### config.mk
export PLATFORM = sky130hd
export DESIGN_NAME = flash_row_program_sequencer
export DESIGN_NICKNAME = d
export VERILOG_FILES = /design/src/inc/flash_seq_pkg.sv /design/src/verilog/holding_buffer.sv /design/src/verilog/op_timer.sv /design/src/verilog/flash_row_program_sequencer.sv
export SDC_FILE = /design/constraint.sdc
export NUM_CORES = 2
export LEC_CHECK = 0
export ABC_AREA = 1
export BUFFER_PORTS_ARGS = -buffer_cell sky130_fd_sc_hd__buf_2
export CAP_MARGIN = 0
export CORE_ASPECT_RATIO = 0.8
export CORE_MARGIN = 2
export CORE_UTILIZATION = 60
export CTS_BUF_LIST = sky130_fd_sc_hd__clkbuf_8
export CTS_CLUSTER_SIZE = 25
export DETAILED_ROUTE_END_ITERATION = 8
export PLACE_DENSITY = 0.74
export SYNTH_ARGS = -nofsm -noshare
export SYNTH_HDL_FRONTEND = slang
export SYNTH_SLANG_ARGS = --single-unit
### constraint.sdc
create_clock -name mclk -period 6.2 [get_ports mclk]
set_clock_uncertainty 0.15 [all_clocks]
set_input_delay 1.24 -clock mclk [delete_from_list [all_inputs] [get_ports mclk]]
set_output_delay 1.24 -clock mclk [all_outputs]
set_load 0.1 [all_outputs]
### src/inc/flash_seq_pkg.sv
// shared constants, field layouts and carrier types of the flash sequencer
package flash_seq_pkg;
    // ----------------------------------------------------------------
    // timing
    // ----------------------------------------------------------------
    localparam int MCLK_PERIOD_NS = 8;
    localparam int MCLK_FREQ_KHZ = 1000000 / MCLK_PERIOD_NS;
    localparam int OSC_FREQ_KHZ = 7370;
    localparam int TUNE_STEP_KHZ = 28;
    localparam int ROW_OSC_CYCLES = 11064;
    localparam int PAGE_OSC_CYCLES = 100000;
    localparam int WORD_OSC_CYCLES = 1000;
    // ----------------------------------------------------------------
    // array geometry; sizes in words, address widths in program address units (two per word)
    // ----------------------------------------------------------------
    localparam int ROW_WORDS = 64;
    localparam int PAGE_ROWS = 8;
    localparam int PAGE_WORDS = ROW_WORDS * PAGE_ROWS;
    localparam int ROW_ADDR_BITS = 7;
    localparam int PAGE_ADDR_BITS = 10;
    // ----------------------------------------------------------------
    // register byte offsets
    // ----------------------------------------------------------------
    localparam logic [4:0] OFF_CTRL = 5'h00;
    localparam logic [4:0] OFF_KEY = 5'h04;
    localparam logic [4:0] OFF_PAGE = 5'h08;
    localparam logic [4:0] OFF_PTR = 5'h0c;
    localparam logic [4:0] OFF_LOW = 5'h10;
    localparam logic [4:0] OFF_HIGH = 5'h14;
    localparam logic [4:0] OFF_STAT = 5'h18;
    localparam logic [4:0] OFF_TUNE = 5'h1c;
    // ----------------------------------------------------------------
    // fields and codes
    // ----------------------------------------------------------------
    localparam int CTRL_START_BIT = 15;
    localparam int CTRL_WREN_BIT = 14;
    localparam int CTRL_ERR_BIT = 13;
    localparam int CTRL_ERASE_BIT = 6;
    localparam int PTR_BYTE_BIT = 16;
    localparam logic [3:0] OP_ROW = 4'h1;
    localparam logic [3:0] OP_PAGE = 4'h2;
    localparam logic [3:0] OP_WORD = 4'h3;
    localparam logic [7:0] KEY_FIRST = 8'h55;
    localparam logic [7:0] KEY_SECOND = 8'haa;
    localparam logic [7:0] PAGE_RESET = 8'h00;
    localparam logic [15:0] PTR_RESET = 16'h0000;
    localparam logic [5:0] TUNE_RESET = 6'h00;

    typedef struct packed {
        logic start;
        logic wren;
        logic err;
        logic erase;
        logic [3:0] op;
    } flash_ctrl_t;

    localparam flash_ctrl_t CTRL_RESET = '0;

    typedef struct packed {
        logic read;
        logic write;
        logic erase;
        logic cfgSpace;
        logic [23:0] addr;
        logic [23:0] data;
    } flash_cmd_t;
endpackage

### src/verilog/holding_buffer.sv
// 64-entry by 24-bit holding buffer with byte-lane writes and registered read
`timescale 1ns/10ps
module holding_buffer (
    input wire logic mclk,
    input wire logic [2:0] wrLanes,
    input wire logic [5:0] wrIdx,
    input wire logic [23:0] wrData,
    input wire logic [5:0] rdIdx,
    output logic [23:0] rdData
);
    import flash_seq_pkg::*;

    genvar g;
    generate
        for (g = 0; g < 3; g++) begin : lane
            logic [7:0] mem [0:ROW_WORDS-1];
            logic [7:0] rdq;
            always_ff @(posedge mclk) begin
                if (wrLanes[g]) begin
                    mem[wrIdx] <= wrData[8*g +: 8];
                end
                rdq <= mem[rdIdx];
            end
            assign rdData[8*g +: 8] = rdq;
        end
    endgenerate
endmodule

### src/verilog/op_timer.sv
// self-timed operation counter paced by an emulated internal_fast_oscillator
`timescale 1ns/10ps
module op_timer (
    input wire logic mclk,
    input wire logic reset_n,
    input wire logic start,
    input wire logic [17:0] oscCycles,
    input wire logic [5:0] tune,
    output logic done
);
    import flash_seq_pkg::*;

    localparam logic [17:0] MCLK_K = 18'(MCLK_FREQ_KHZ);
    logic [17:0] tuneAdj;
    logic [17:0] sum;
    logic [17:0] acc_reg;
    logic [17:0] cnt_reg;
    logic running_reg;

    // signed tuning step, wraps correctly in 18 bits
    assign tuneAdj = 18'({{12{tune[5]}}, tune} * 18'(TUNE_STEP_KHZ));
    // fractional accumulator: one tick per oscillator period
    assign sum = acc_reg + 18'(OSC_FREQ_KHZ) + tuneAdj;

    always_ff @(posedge mclk) begin
        if (!reset_n) begin
            acc_reg <= '0;
            cnt_reg <= '0;
            running_reg <= 1'b0;
            done <= 1'b0;
        end else begin
            done <= 1'b0;
            if (start) begin
                acc_reg <= '0;
                cnt_reg <= oscCycles;
                running_reg <= 1'b1;
            end else if (running_reg) begin
                if (sum >= MCLK_K) begin
                    acc_reg <= sum - MCLK_K;
                    cnt_reg <= cnt_reg - 18'h1;
                    if (cnt_reg <= 18'h1) begin
                        running_reg <= 1'b0;
                        done <= 1'b1;
                    end
                end else begin
                    acc_reg <= sum;
                end
            end
        end
    end
endmodule

### src/verilog/flash_row_program_sequencer.sv
// flash sequencer: bus slave, unlock key, holding buffer, timed program and erase
`timescale 1ns/10ps
// Operation
// - rows hold 64 words, 192 bytes
// - erase page is eight rows, 512 words
// - pages and rows aligned from memory start
// - program a full row or one word
// - table writes fill 64-word holding buffer
// - buffer table write is a short write
// - one programming cycle per row
// - core stalled until operation completes
// - start bit 15 self-clears when done
// - target address is page above address
// - low access: bits 15:0, word or byte
// - high access: bits 23:16, word or byte
// - operation timed from fast internal oscillator
// - key 0x55 then 0xaa before start
// - high word read returns zero upper byte
// - page bit 7 selects configuration space
module flash_row_program_sequencer #(
    parameter int ROW_CYCLES = flash_seq_pkg::ROW_OSC_CYCLES,
    parameter int PAGE_CYCLES = flash_seq_pkg::PAGE_OSC_CYCLES,
    parameter int WORD_CYCLES = flash_seq_pkg::WORD_OSC_CYCLES
) (
    input wire logic mclk,
    input wire logic reset_n,
    input wire logic [4:0] address,
    input wire logic read,
    input wire logic write,
    input wire logic [31:0] writedata,
    input wire logic [3:0] byteenable,
    output logic [31:0] readdata,
    output logic waitrequest,
    output flash_seq_pkg::flash_cmd_t arrCmd,
    input wire logic [23:0] arrRdData,
    output logic coreStall
);
    import flash_seq_pkg::*;

    typedef enum {BUS_IDLE, BUS_WAIT, BUS_DATA, BUS_ACK} bus_state_t;
    typedef enum {SEQ_IDLE, SEQ_ERASE, SEQ_STREAM, SEQ_TIME} seq_state_t;

    bus_state_t busSt_reg;
    seq_state_t seqSt_reg;
    flash_ctrl_t ctrl_reg;
    logic keyHalf_reg;
    logic keyArmed_reg;
    logic [7:0] tblPage_reg;
    logic [15:0] tblEa_reg;
    logic byteMode_reg;
    logic [5:0] tune_reg;
    logic [23:0] loadAddr_reg;
    logic opWord_reg;
    logic [6:0] streamCnt_reg;
    logic timerGo_reg;
    logic timerDone;
    logic selCtrl, selKey, selPage, selPtr, selLow, selHigh, selStat, selTune;
    logic commit;
    logic byteSel;
    logic [23:0] tblAddr;
    logic [2:0] bufLanes;
    logic [23:0] bufData;
    logic [5:0] bufRdIdx;
    logic [23:0] bufRdData;
    logic startReq;
    logic startOk;
    logic opValid;
    logic seqDone;
    logic emit;
    logic [6:0] streamLast;
    logic [5:0] emitIdx;
    logic [17:0] timerCycles;
    logic [31:0] rdMux;

    // ----------------------------------------------------------------
    // address decode
    // ----------------------------------------------------------------
    always_comb begin
        selCtrl = 1'b0;
        selKey = 1'b0;
        selPage = 1'b0;
        selPtr = 1'b0;
        selLow = 1'b0;
        selHigh = 1'b0;
        selStat = 1'b0;
        selTune = 1'b0;
        if (address == OFF_CTRL) begin
            selCtrl = 1'b1;
        end else if (address == OFF_KEY) begin
            selKey = 1'b1;
        end else if (address == OFF_PAGE) begin
            selPage = 1'b1;
        end else if (address == OFF_PTR) begin
            selPtr = 1'b1;
        end else if (address == OFF_LOW) begin
            selLow = 1'b1;
        end else if (address == OFF_HIGH) begin
            selHigh = 1'b1;
        end else if (address == OFF_STAT) begin
            selStat = 1'b1;
        end else if (address == OFF_TUNE) begin
            selTune = 1'b1;
        end
    end

    // writes take effect only at the edge that ends the answer cycle
    assign commit = (busSt_reg == BUS_ACK) && write && byteenable[0];
    assign tblAddr = {tblPage_reg, tblEa_reg};
    assign byteSel = tblEa_reg[0];

    // ----------------------------------------------------------------
    // bus handshake and read data
    // ----------------------------------------------------------------
    always_ff @(posedge mclk) begin
        if (!reset_n) begin
            busSt_reg <= BUS_IDLE;
            waitrequest <= 1'b1;
            readdata <= 32'h0;
        end else begin
            case (busSt_reg)
                BUS_IDLE: begin
                    if (read || write) begin
                        busSt_reg <= BUS_WAIT;
                    end
                end
                BUS_WAIT: begin
                    busSt_reg <= BUS_DATA;
                end
                BUS_DATA: begin
                    busSt_reg <= BUS_ACK;
                    waitrequest <= 1'b0;
                    readdata <= read ? rdMux : 32'h0;
                end
                default: begin
                    busSt_reg <= BUS_IDLE;
                    waitrequest <= 1'b1;
                end
            endcase
        end
    end

    always_comb begin
        rdMux = 32'h0;
        if (selCtrl) begin
            rdMux = {16'h0, ctrl_reg.start, ctrl_reg.wren, ctrl_reg.err, 6'h0,
                     ctrl_reg.erase, 2'h0, ctrl_reg.op};
        end else if (selPage) begin
            rdMux = {24'h0, tblPage_reg};
        end else if (selPtr) begin
            rdMux = {15'h0, byteMode_reg, tblEa_reg};
        end else if (selLow && !ctrl_reg.start) begin
            if (byteMode_reg) begin
                rdMux = {24'h0, byteSel ? arrRdData[15:8] : arrRdData[7:0]};
            end else begin
                rdMux = {16'h0, arrRdData[15:0]};
            end
        end else if (selHigh && !ctrl_reg.start) begin
            if (byteMode_reg) begin
                rdMux = {24'h0, byteSel ? 8'h00 : arrRdData[23:16]};
            end else begin
                rdMux = {16'h0, 8'h00, arrRdData[23:16]};
            end
        end else if (selStat) begin
            rdMux = {23'h0, streamCnt_reg, keyArmed_reg, ctrl_reg.start};
        end else if (selTune) begin
            rdMux = {26'h0, tune_reg};
        end
    end

    // ----------------------------------------------------------------
    // unlock key: two consecutive writes, any other write disarms
    // ----------------------------------------------------------------
    always_ff @(posedge mclk) begin
        if (!reset_n) begin
            keyHalf_reg <= 1'b0;
            keyArmed_reg <= 1'b0;
        end else if (commit) begin
            keyHalf_reg <= 1'b0;
            keyArmed_reg <= 1'b0;
            if (selKey && writedata[7:0] == KEY_FIRST) begin
                keyHalf_reg <= 1'b1;
            end else if (selKey && keyHalf_reg && writedata[7:0] == KEY_SECOND) begin
                keyArmed_reg <= 1'b1;
            end
        end
    end

    // ----------------------------------------------------------------
    // control register and start
    // ----------------------------------------------------------------
    assign opValid = writedata[CTRL_ERASE_BIT] ? (writedata[3:0] == OP_PAGE) :
                     (writedata[3:0] == OP_ROW || writedata[3:0] == OP_WORD);
    // a start while busy is dropped outright
    assign startReq = commit && selCtrl && !ctrl_reg.start && writedata[CTRL_START_BIT];
    assign startOk = startReq && keyArmed_reg && writedata[CTRL_WREN_BIT] && opValid;
    assign seqDone = (seqSt_reg == SEQ_TIME) && timerDone;

    always_ff @(posedge mclk) begin
        if (!reset_n) begin
            ctrl_reg <= CTRL_RESET;
        end else begin
            if (commit && selCtrl && !ctrl_reg.start) begin
                ctrl_reg.wren <= writedata[CTRL_WREN_BIT];
                ctrl_reg.err <= writedata[CTRL_ERR_BIT];
                ctrl_reg.erase <= writedata[CTRL_ERASE_BIT];
                ctrl_reg.op <= writedata[3:0];
            end
            // hardware error set overrides the same write's clear
            if (startOk) begin
                ctrl_reg.start <= 1'b1;
            end else if (startReq) begin
                ctrl_reg.err <= 1'b1;
            end
            if (seqDone) begin
                ctrl_reg.start <= 1'b0;
            end
        end
    end

    always_ff @(posedge mclk) begin
        if (!reset_n) begin
            coreStall <= 1'b0;
        end else if (startOk) begin
            coreStall <= 1'b1;
        end else if (seqDone) begin
            coreStall <= 1'b0;
        end
    end

    // ----------------------------------------------------------------
    // table pointer and tuning registers
    // ----------------------------------------------------------------
    always_ff @(posedge mclk) begin
        if (!reset_n) begin
            tblPage_reg <= PAGE_RESET;
            tblEa_reg <= PTR_RESET;
            byteMode_reg <= 1'b0;
            tune_reg <= TUNE_RESET;
        end else if (commit) begin
            if (selPage) begin
                tblPage_reg <= writedata[7:0];
            end else if (selPtr) begin
                tblEa_reg <= writedata[15:0];
                byteMode_reg <= writedata[PTR_BYTE_BIT];
            end else if (selTune) begin
                tune_reg <= writedata[5:0];
            end
        end
    end

    // ----------------------------------------------------------------
    // holding buffer loads: array untouched until a start
    // ----------------------------------------------------------------
    always_comb begin
        bufLanes = 3'b000;
        if (commit && !ctrl_reg.start) begin
            if (selLow) begin
                if (!byteMode_reg) begin
                    bufLanes = 3'b011;
                end else begin
                    bufLanes = byteSel ? 3'b010 : 3'b001;
                end
            end else if (selHigh && !(byteMode_reg && byteSel)) begin
                bufLanes = 3'b100;
            end
        end
    end

    assign bufData = {writedata[7:0], byteMode_reg ? writedata[7:0] : writedata[15:8],
                      writedata[7:0]};

    always_ff @(posedge mclk) begin
        if (!reset_n) begin
            loadAddr_reg <= 24'h0;
        end else if (|bufLanes) begin
            // the row is taken from the last load; loads stay in one row
            loadAddr_reg <= {tblAddr[23:1], 1'b0};
        end
    end

    holding_buffer u_buf (
        .mclk(mclk),
        .wrLanes(bufLanes),
        .wrIdx(tblEa_reg[6:1]),
        .wrData(bufData),
        .rdIdx(bufRdIdx),
        .rdData(bufRdData)
    );

    // ----------------------------------------------------------------
    // operation sequencer
    // ----------------------------------------------------------------
    assign streamLast = opWord_reg ? 7'h01 : 7'(ROW_WORDS);
    assign bufRdIdx = opWord_reg ? loadAddr_reg[6:1] : streamCnt_reg[5:0];
    assign emit = (seqSt_reg == SEQ_STREAM) && (streamCnt_reg != 7'h0);
    assign emitIdx = 6'(streamCnt_reg - 7'h1);

    always_comb begin
        if (ctrl_reg.erase) begin
            timerCycles = 18'(PAGE_CYCLES);
        end else if (opWord_reg) begin
            timerCycles = 18'(WORD_CYCLES);
        end else begin
            timerCycles = 18'(ROW_CYCLES);
        end
    end

    always_ff @(posedge mclk) begin
        if (!reset_n) begin
            seqSt_reg <= SEQ_IDLE;
            streamCnt_reg <= 7'h0;
            opWord_reg <= 1'b0;
            timerGo_reg <= 1'b0;
        end else begin
            timerGo_reg <= 1'b0;
            case (seqSt_reg)
                SEQ_IDLE: begin
                    streamCnt_reg <= 7'h0;
                    if (startOk) begin
                        opWord_reg <= !writedata[CTRL_ERASE_BIT] && writedata[3:0] == OP_WORD;
                        seqSt_reg <= writedata[CTRL_ERASE_BIT] ? SEQ_ERASE : SEQ_STREAM;
                    end
                end
                SEQ_ERASE: begin
                    seqSt_reg <= SEQ_TIME;
                    timerGo_reg <= 1'b1;
                end
                SEQ_STREAM: begin
                    streamCnt_reg <= streamCnt_reg + 7'h1;
                    // exactly one row, or one word for a word program, goes out before the timed commit
                    if (streamCnt_reg == streamLast) begin
                        seqSt_reg <= SEQ_TIME;
                        timerGo_reg <= 1'b1;
                    end
                end
                default: begin
                    if (timerDone) begin
                        seqSt_reg <= SEQ_IDLE;
                    end
                end
            endcase
        end
    end

    op_timer u_timer (
        .mclk(mclk),
        .reset_n(reset_n),
        .start(timerGo_reg),
        .oscCycles(timerCycles),
        .tune(tune_reg),
        .done(timerDone)
    );

    // ----------------------------------------------------------------
    // array command port
    // ----------------------------------------------------------------
    always_ff @(posedge mclk) begin
        if (!reset_n) begin
            arrCmd <= '0;
        end else begin
            arrCmd.read <= 1'b0;
            arrCmd.write <= 1'b0;
            arrCmd.erase <= 1'b0;
            if (seqSt_reg == SEQ_ERASE) begin
                arrCmd.erase <= 1'b1;
                arrCmd.addr <= {tblAddr[23:PAGE_ADDR_BITS], 10'h0};
                arrCmd.cfgSpace <= tblPage_reg[7];
            end else if (emit) begin
                arrCmd.write <= 1'b1;
                arrCmd.data <= bufRdData;
                arrCmd.cfgSpace <= loadAddr_reg[23];
                if (opWord_reg) begin
                    arrCmd.addr <= loadAddr_reg;
                end else begin
                    arrCmd.addr <= {loadAddr_reg[23:ROW_ADDR_BITS], emitIdx, 1'b0};
                end
            end else if (busSt_reg == BUS_IDLE && read && (selLow || selHigh)
                         && !ctrl_reg.start) begin
                arrCmd.read <= 1'b1;
                arrCmd.addr <= tblAddr;
                arrCmd.cfgSpace <= tblPage_reg[7];
            end
        end
    end

    logic [6:0] wrSeen_reg;
    always_ff @(posedge mclk) begin
        if (!reset_n || seqSt_reg == SEQ_IDLE) begin
            wrSeen_reg <= 7'h0;
        end else if (arrCmd.write) begin
            wrSeen_reg <= wrSeen_reg + 7'h1;
        end
    end
endmodule

==> results.toml <==
[drt]
vias = 50250
firstDrtPassIters = 7
final_antenna_net_count = 0
drt_iter0_markers = 7635
drt-vias-per-instance = 6.418
drc_errors = 0
drt_wl_total_um = 197200
routedWlPerCell_um = 25.19

[floorplanning]
start_util = 0.6036
io-pin-count = 155
die_w_um = 390.0
core_mm2 = 0.1185
dieArea_mm2 = 0.1220
die_h_um = 312.8
row_count = 113

[timing]
finalCritPeriodShare = 0.8517
worst_slack_ns = 0.9196
worst_pin_slew_ns = 1.158
rsz0062_at_grt = "false"
max_freq_mhz = 189.4
finalHoldViolCount = 0
setup_tns_ns = 0
fin_crit_ns = 5.280
max_slew_margin = 0.2280
timing.hold.ws_ns = 0.3077
setup-violations-final = 0
slew_violations = 0

[place]
placed_cell_area_mm2 = 0.07324
dpl.cell_count = 7361
dpl.hpwl_um = 115000
gp_congestion = 0.9261
port_buffers = 121
place_ws_ns = 0.9429

[final_layout]
nets = 6214
design_area_mm2 = 0.07806
reg.largest.list = "u_buf.lane.mem: 1536 flops, arrCmd: 51 flops, u_buf.lane.rdq: 24 flops"
fillCellCount = 8613
top_register = "u_buf.lane.mem"
regArea_mm2 = 0.05029
drive_gt1_frac = 0.09163
multi_input_area_mm2 = 0.01893
area_growth_pct = 9.154
fin_cells = 7829
largest_reg_flops = 1536
post-route-util = 0.6588

[worst_setup_path]
critPathKind = "register to register"
reg2reg_depth = 26
cp-end-kind = "register"
start_kind = "register"
critPathRequiredTime_ns = 6.89
arrival_ns = 5.97
crit_path_max_fanout = 23

[synthesis]
ys_ff_latch = 1744
syn_inst = 6034
seq_area_frac_synth = 0.7032
synth_edf_count = 1536
synth_top_cell_area_share = 0.6450
yosys_warnings = 0
yosysMostFrequentCell = "edfxtp_1"
netlist_area_mm2 = 0.07151
synth_area_per_cell_um2 = 11.85
synthTopCellsByArea = "edfxtp_1 (64%), o21ai_0 (6.4%), nor2_1 (6.1%), dfxtp_1 (5.8%), o221ai_1 (2.4%)"
ys_top_cells_by_count = "edfxtp_1 (1536), nor2_1 (1161), o21ai_0 (916)"
synthFlopType = "edfxtp_1"
synth.distinct_cells = 51
synth_area_leader_cell = "edfxtp_1"
postSynth.asyncResetShare = 0

[clock_network]
post_cts_buffers = 0
clock_path_buffers = 4
clk_latency_ns = 0.99
clk_pin_slew_ns = 0.06
cts_buffers = 274
cts-root-buf = "clkbuf_8"
htreeDepth = 5
clkSinkCount = 1744
cts_tree = "done"
ctsResizeCount = 0
cts_hold_buffers = 0

[global_routing]
grt_start_max_net_pins = 212
grt_first_pass_wirelength_um = 291200
grt_remaining_overflow = 0
first_global_vias = 46650
antenna_found_initial = 9
track_usage = 0.3183

[pwr]
p_per_area_mw_per_mm2 = 282.7
p_leak_nw = 26.21
ir_worst_vdd_v = 0.0002828
p_total_mw = 22.07

[status]
outcome = "finished, final reports clean"

[worst_hold_path]
holdPathStages = 2
hold_class = "register to register"

[flow_run]
max_cap_viol_count = 0
## layer usage
layer / part of all wire / track usage / up-vias / wire (um)
li1: - / - / 22280 / -
met1: 0.40 / 0.4611 / 24300 / 77940
met2: 0.44 / 0.4587 / 3202 / 86660
met3: 0.13 / 0.08836 / 456 / 25400
met4: 0.036 / 0.1298 / 8 / 7067
met5: 0.00078 / 0.001547 / - / 153
## worst paths after layout
| check | from | end | slack (ns) |
|---|---|---|---|
| min reg2reg | u_buf.lane[1].rdq[1] | arrCmd[9] | 0.31 |
| max reg2reg | tune_reg[2] | u_timer.acc_reg[11] | 0.92 |
| max | tune_reg[2] | u_timer.acc_reg[11] | 0.92 |
| min | u_buf.lane[1].rdq[1] | arrCmd[9] | 0.31 |
## layout by cell type, fill, tap and decap left out, drive strengths merged, types with 2 or more instances in the layout
cell	netlist	final
a211oi	8	8
a21oi	133	133
a311oi	3	3
a31oi	6	6
a32o	2	2
a32oi	2	2
and2	2	2
buf	74	183
bufinv	0	4
clkbuf	348	294
clkinv	6	75
clkinvlp	0	2
conb	1	15
dfxtp	208	208
diode	0	13
edfxtp	1536	1536
fa	6	6
ha	54	54
inv	205	291
mux2i	6	6
nand2	418	418
nand3	235	235
nand4	16	16
nor2	1166	1166
nor3	31	31
nor4	3	3
o2111ai	2	2
o211ai	204	204
o21ai	927	927
o21bai	2	2
o221ai	196	196
o22ai	194	194
o311ai	7	7
o31ai	4	4
or2	3	3
xnor2	10	10
xor2	13	13
## critical path: stages, from the launching register on
cell	delay [ns]
dfxtp_1	0.48
fa_1	0.47
ha_1	0.24
fa_1	0.46
a21oi_1	0.13
o21ai_0	0.13
a21o_1	0.19
a21oi_1	0.20
ha_1	0.27
inv_1	0.05
ha_1	0.28
nand2_1	0.13
inv_1	0.06
a21oi_2	0.17
inv_1	0.05
a21oi_1	0.15
nand3_1	0.10
nand2_2	0.12
inv_1	0.08
nor2_2	0.16
nand3_4	0.13
nand2_2	0.38
inv_1	0.24
nand2_1	0.11
nand3_1	0.08
nand2_1	0.11
inv_1	0.04
## report_power, final
| group | internal (mW) | total (mW) | switching, mW |
|---|---|---|---|
| logic | 0.0656 | 0.466 | 0.401 |
| clock network | 4.50 | 8.81 | 4.31 |
| registers | 12.8 | 12.8 | 0.0109 |
## area by class of cell
| class | count | area share |
|---|---|---|
| flip-flops and latches | 1744 | 0.6442 |
| multi-input cells | 3671 | 0.2425 |
| clock buffers | 294 | 0.05184 |
| well taps | 1552 | 0.02488 |
| repair buffers | 183 | 0.01625 |
| inverters | 211 | 0.01040 |
| clock inverters | 161 | 0.009521 |
| diodes | 13 | 0.0004168 |
## kinds of logic after synthesis
logic type / share of synthesized area
multiplexers: 0.0008399
adder cells (fa/ha/maj): 0.01113
buffers and inverters: 0.03497
other: 0.00005244
flip-flops: 0.7032
AND/OR/NAND/NOR: 0.1054
XOR/XNOR: 0.002922
AO/OA/AOI/OAI: 0.1415
No activity file was read; power rests on OpenSTA's default activity.
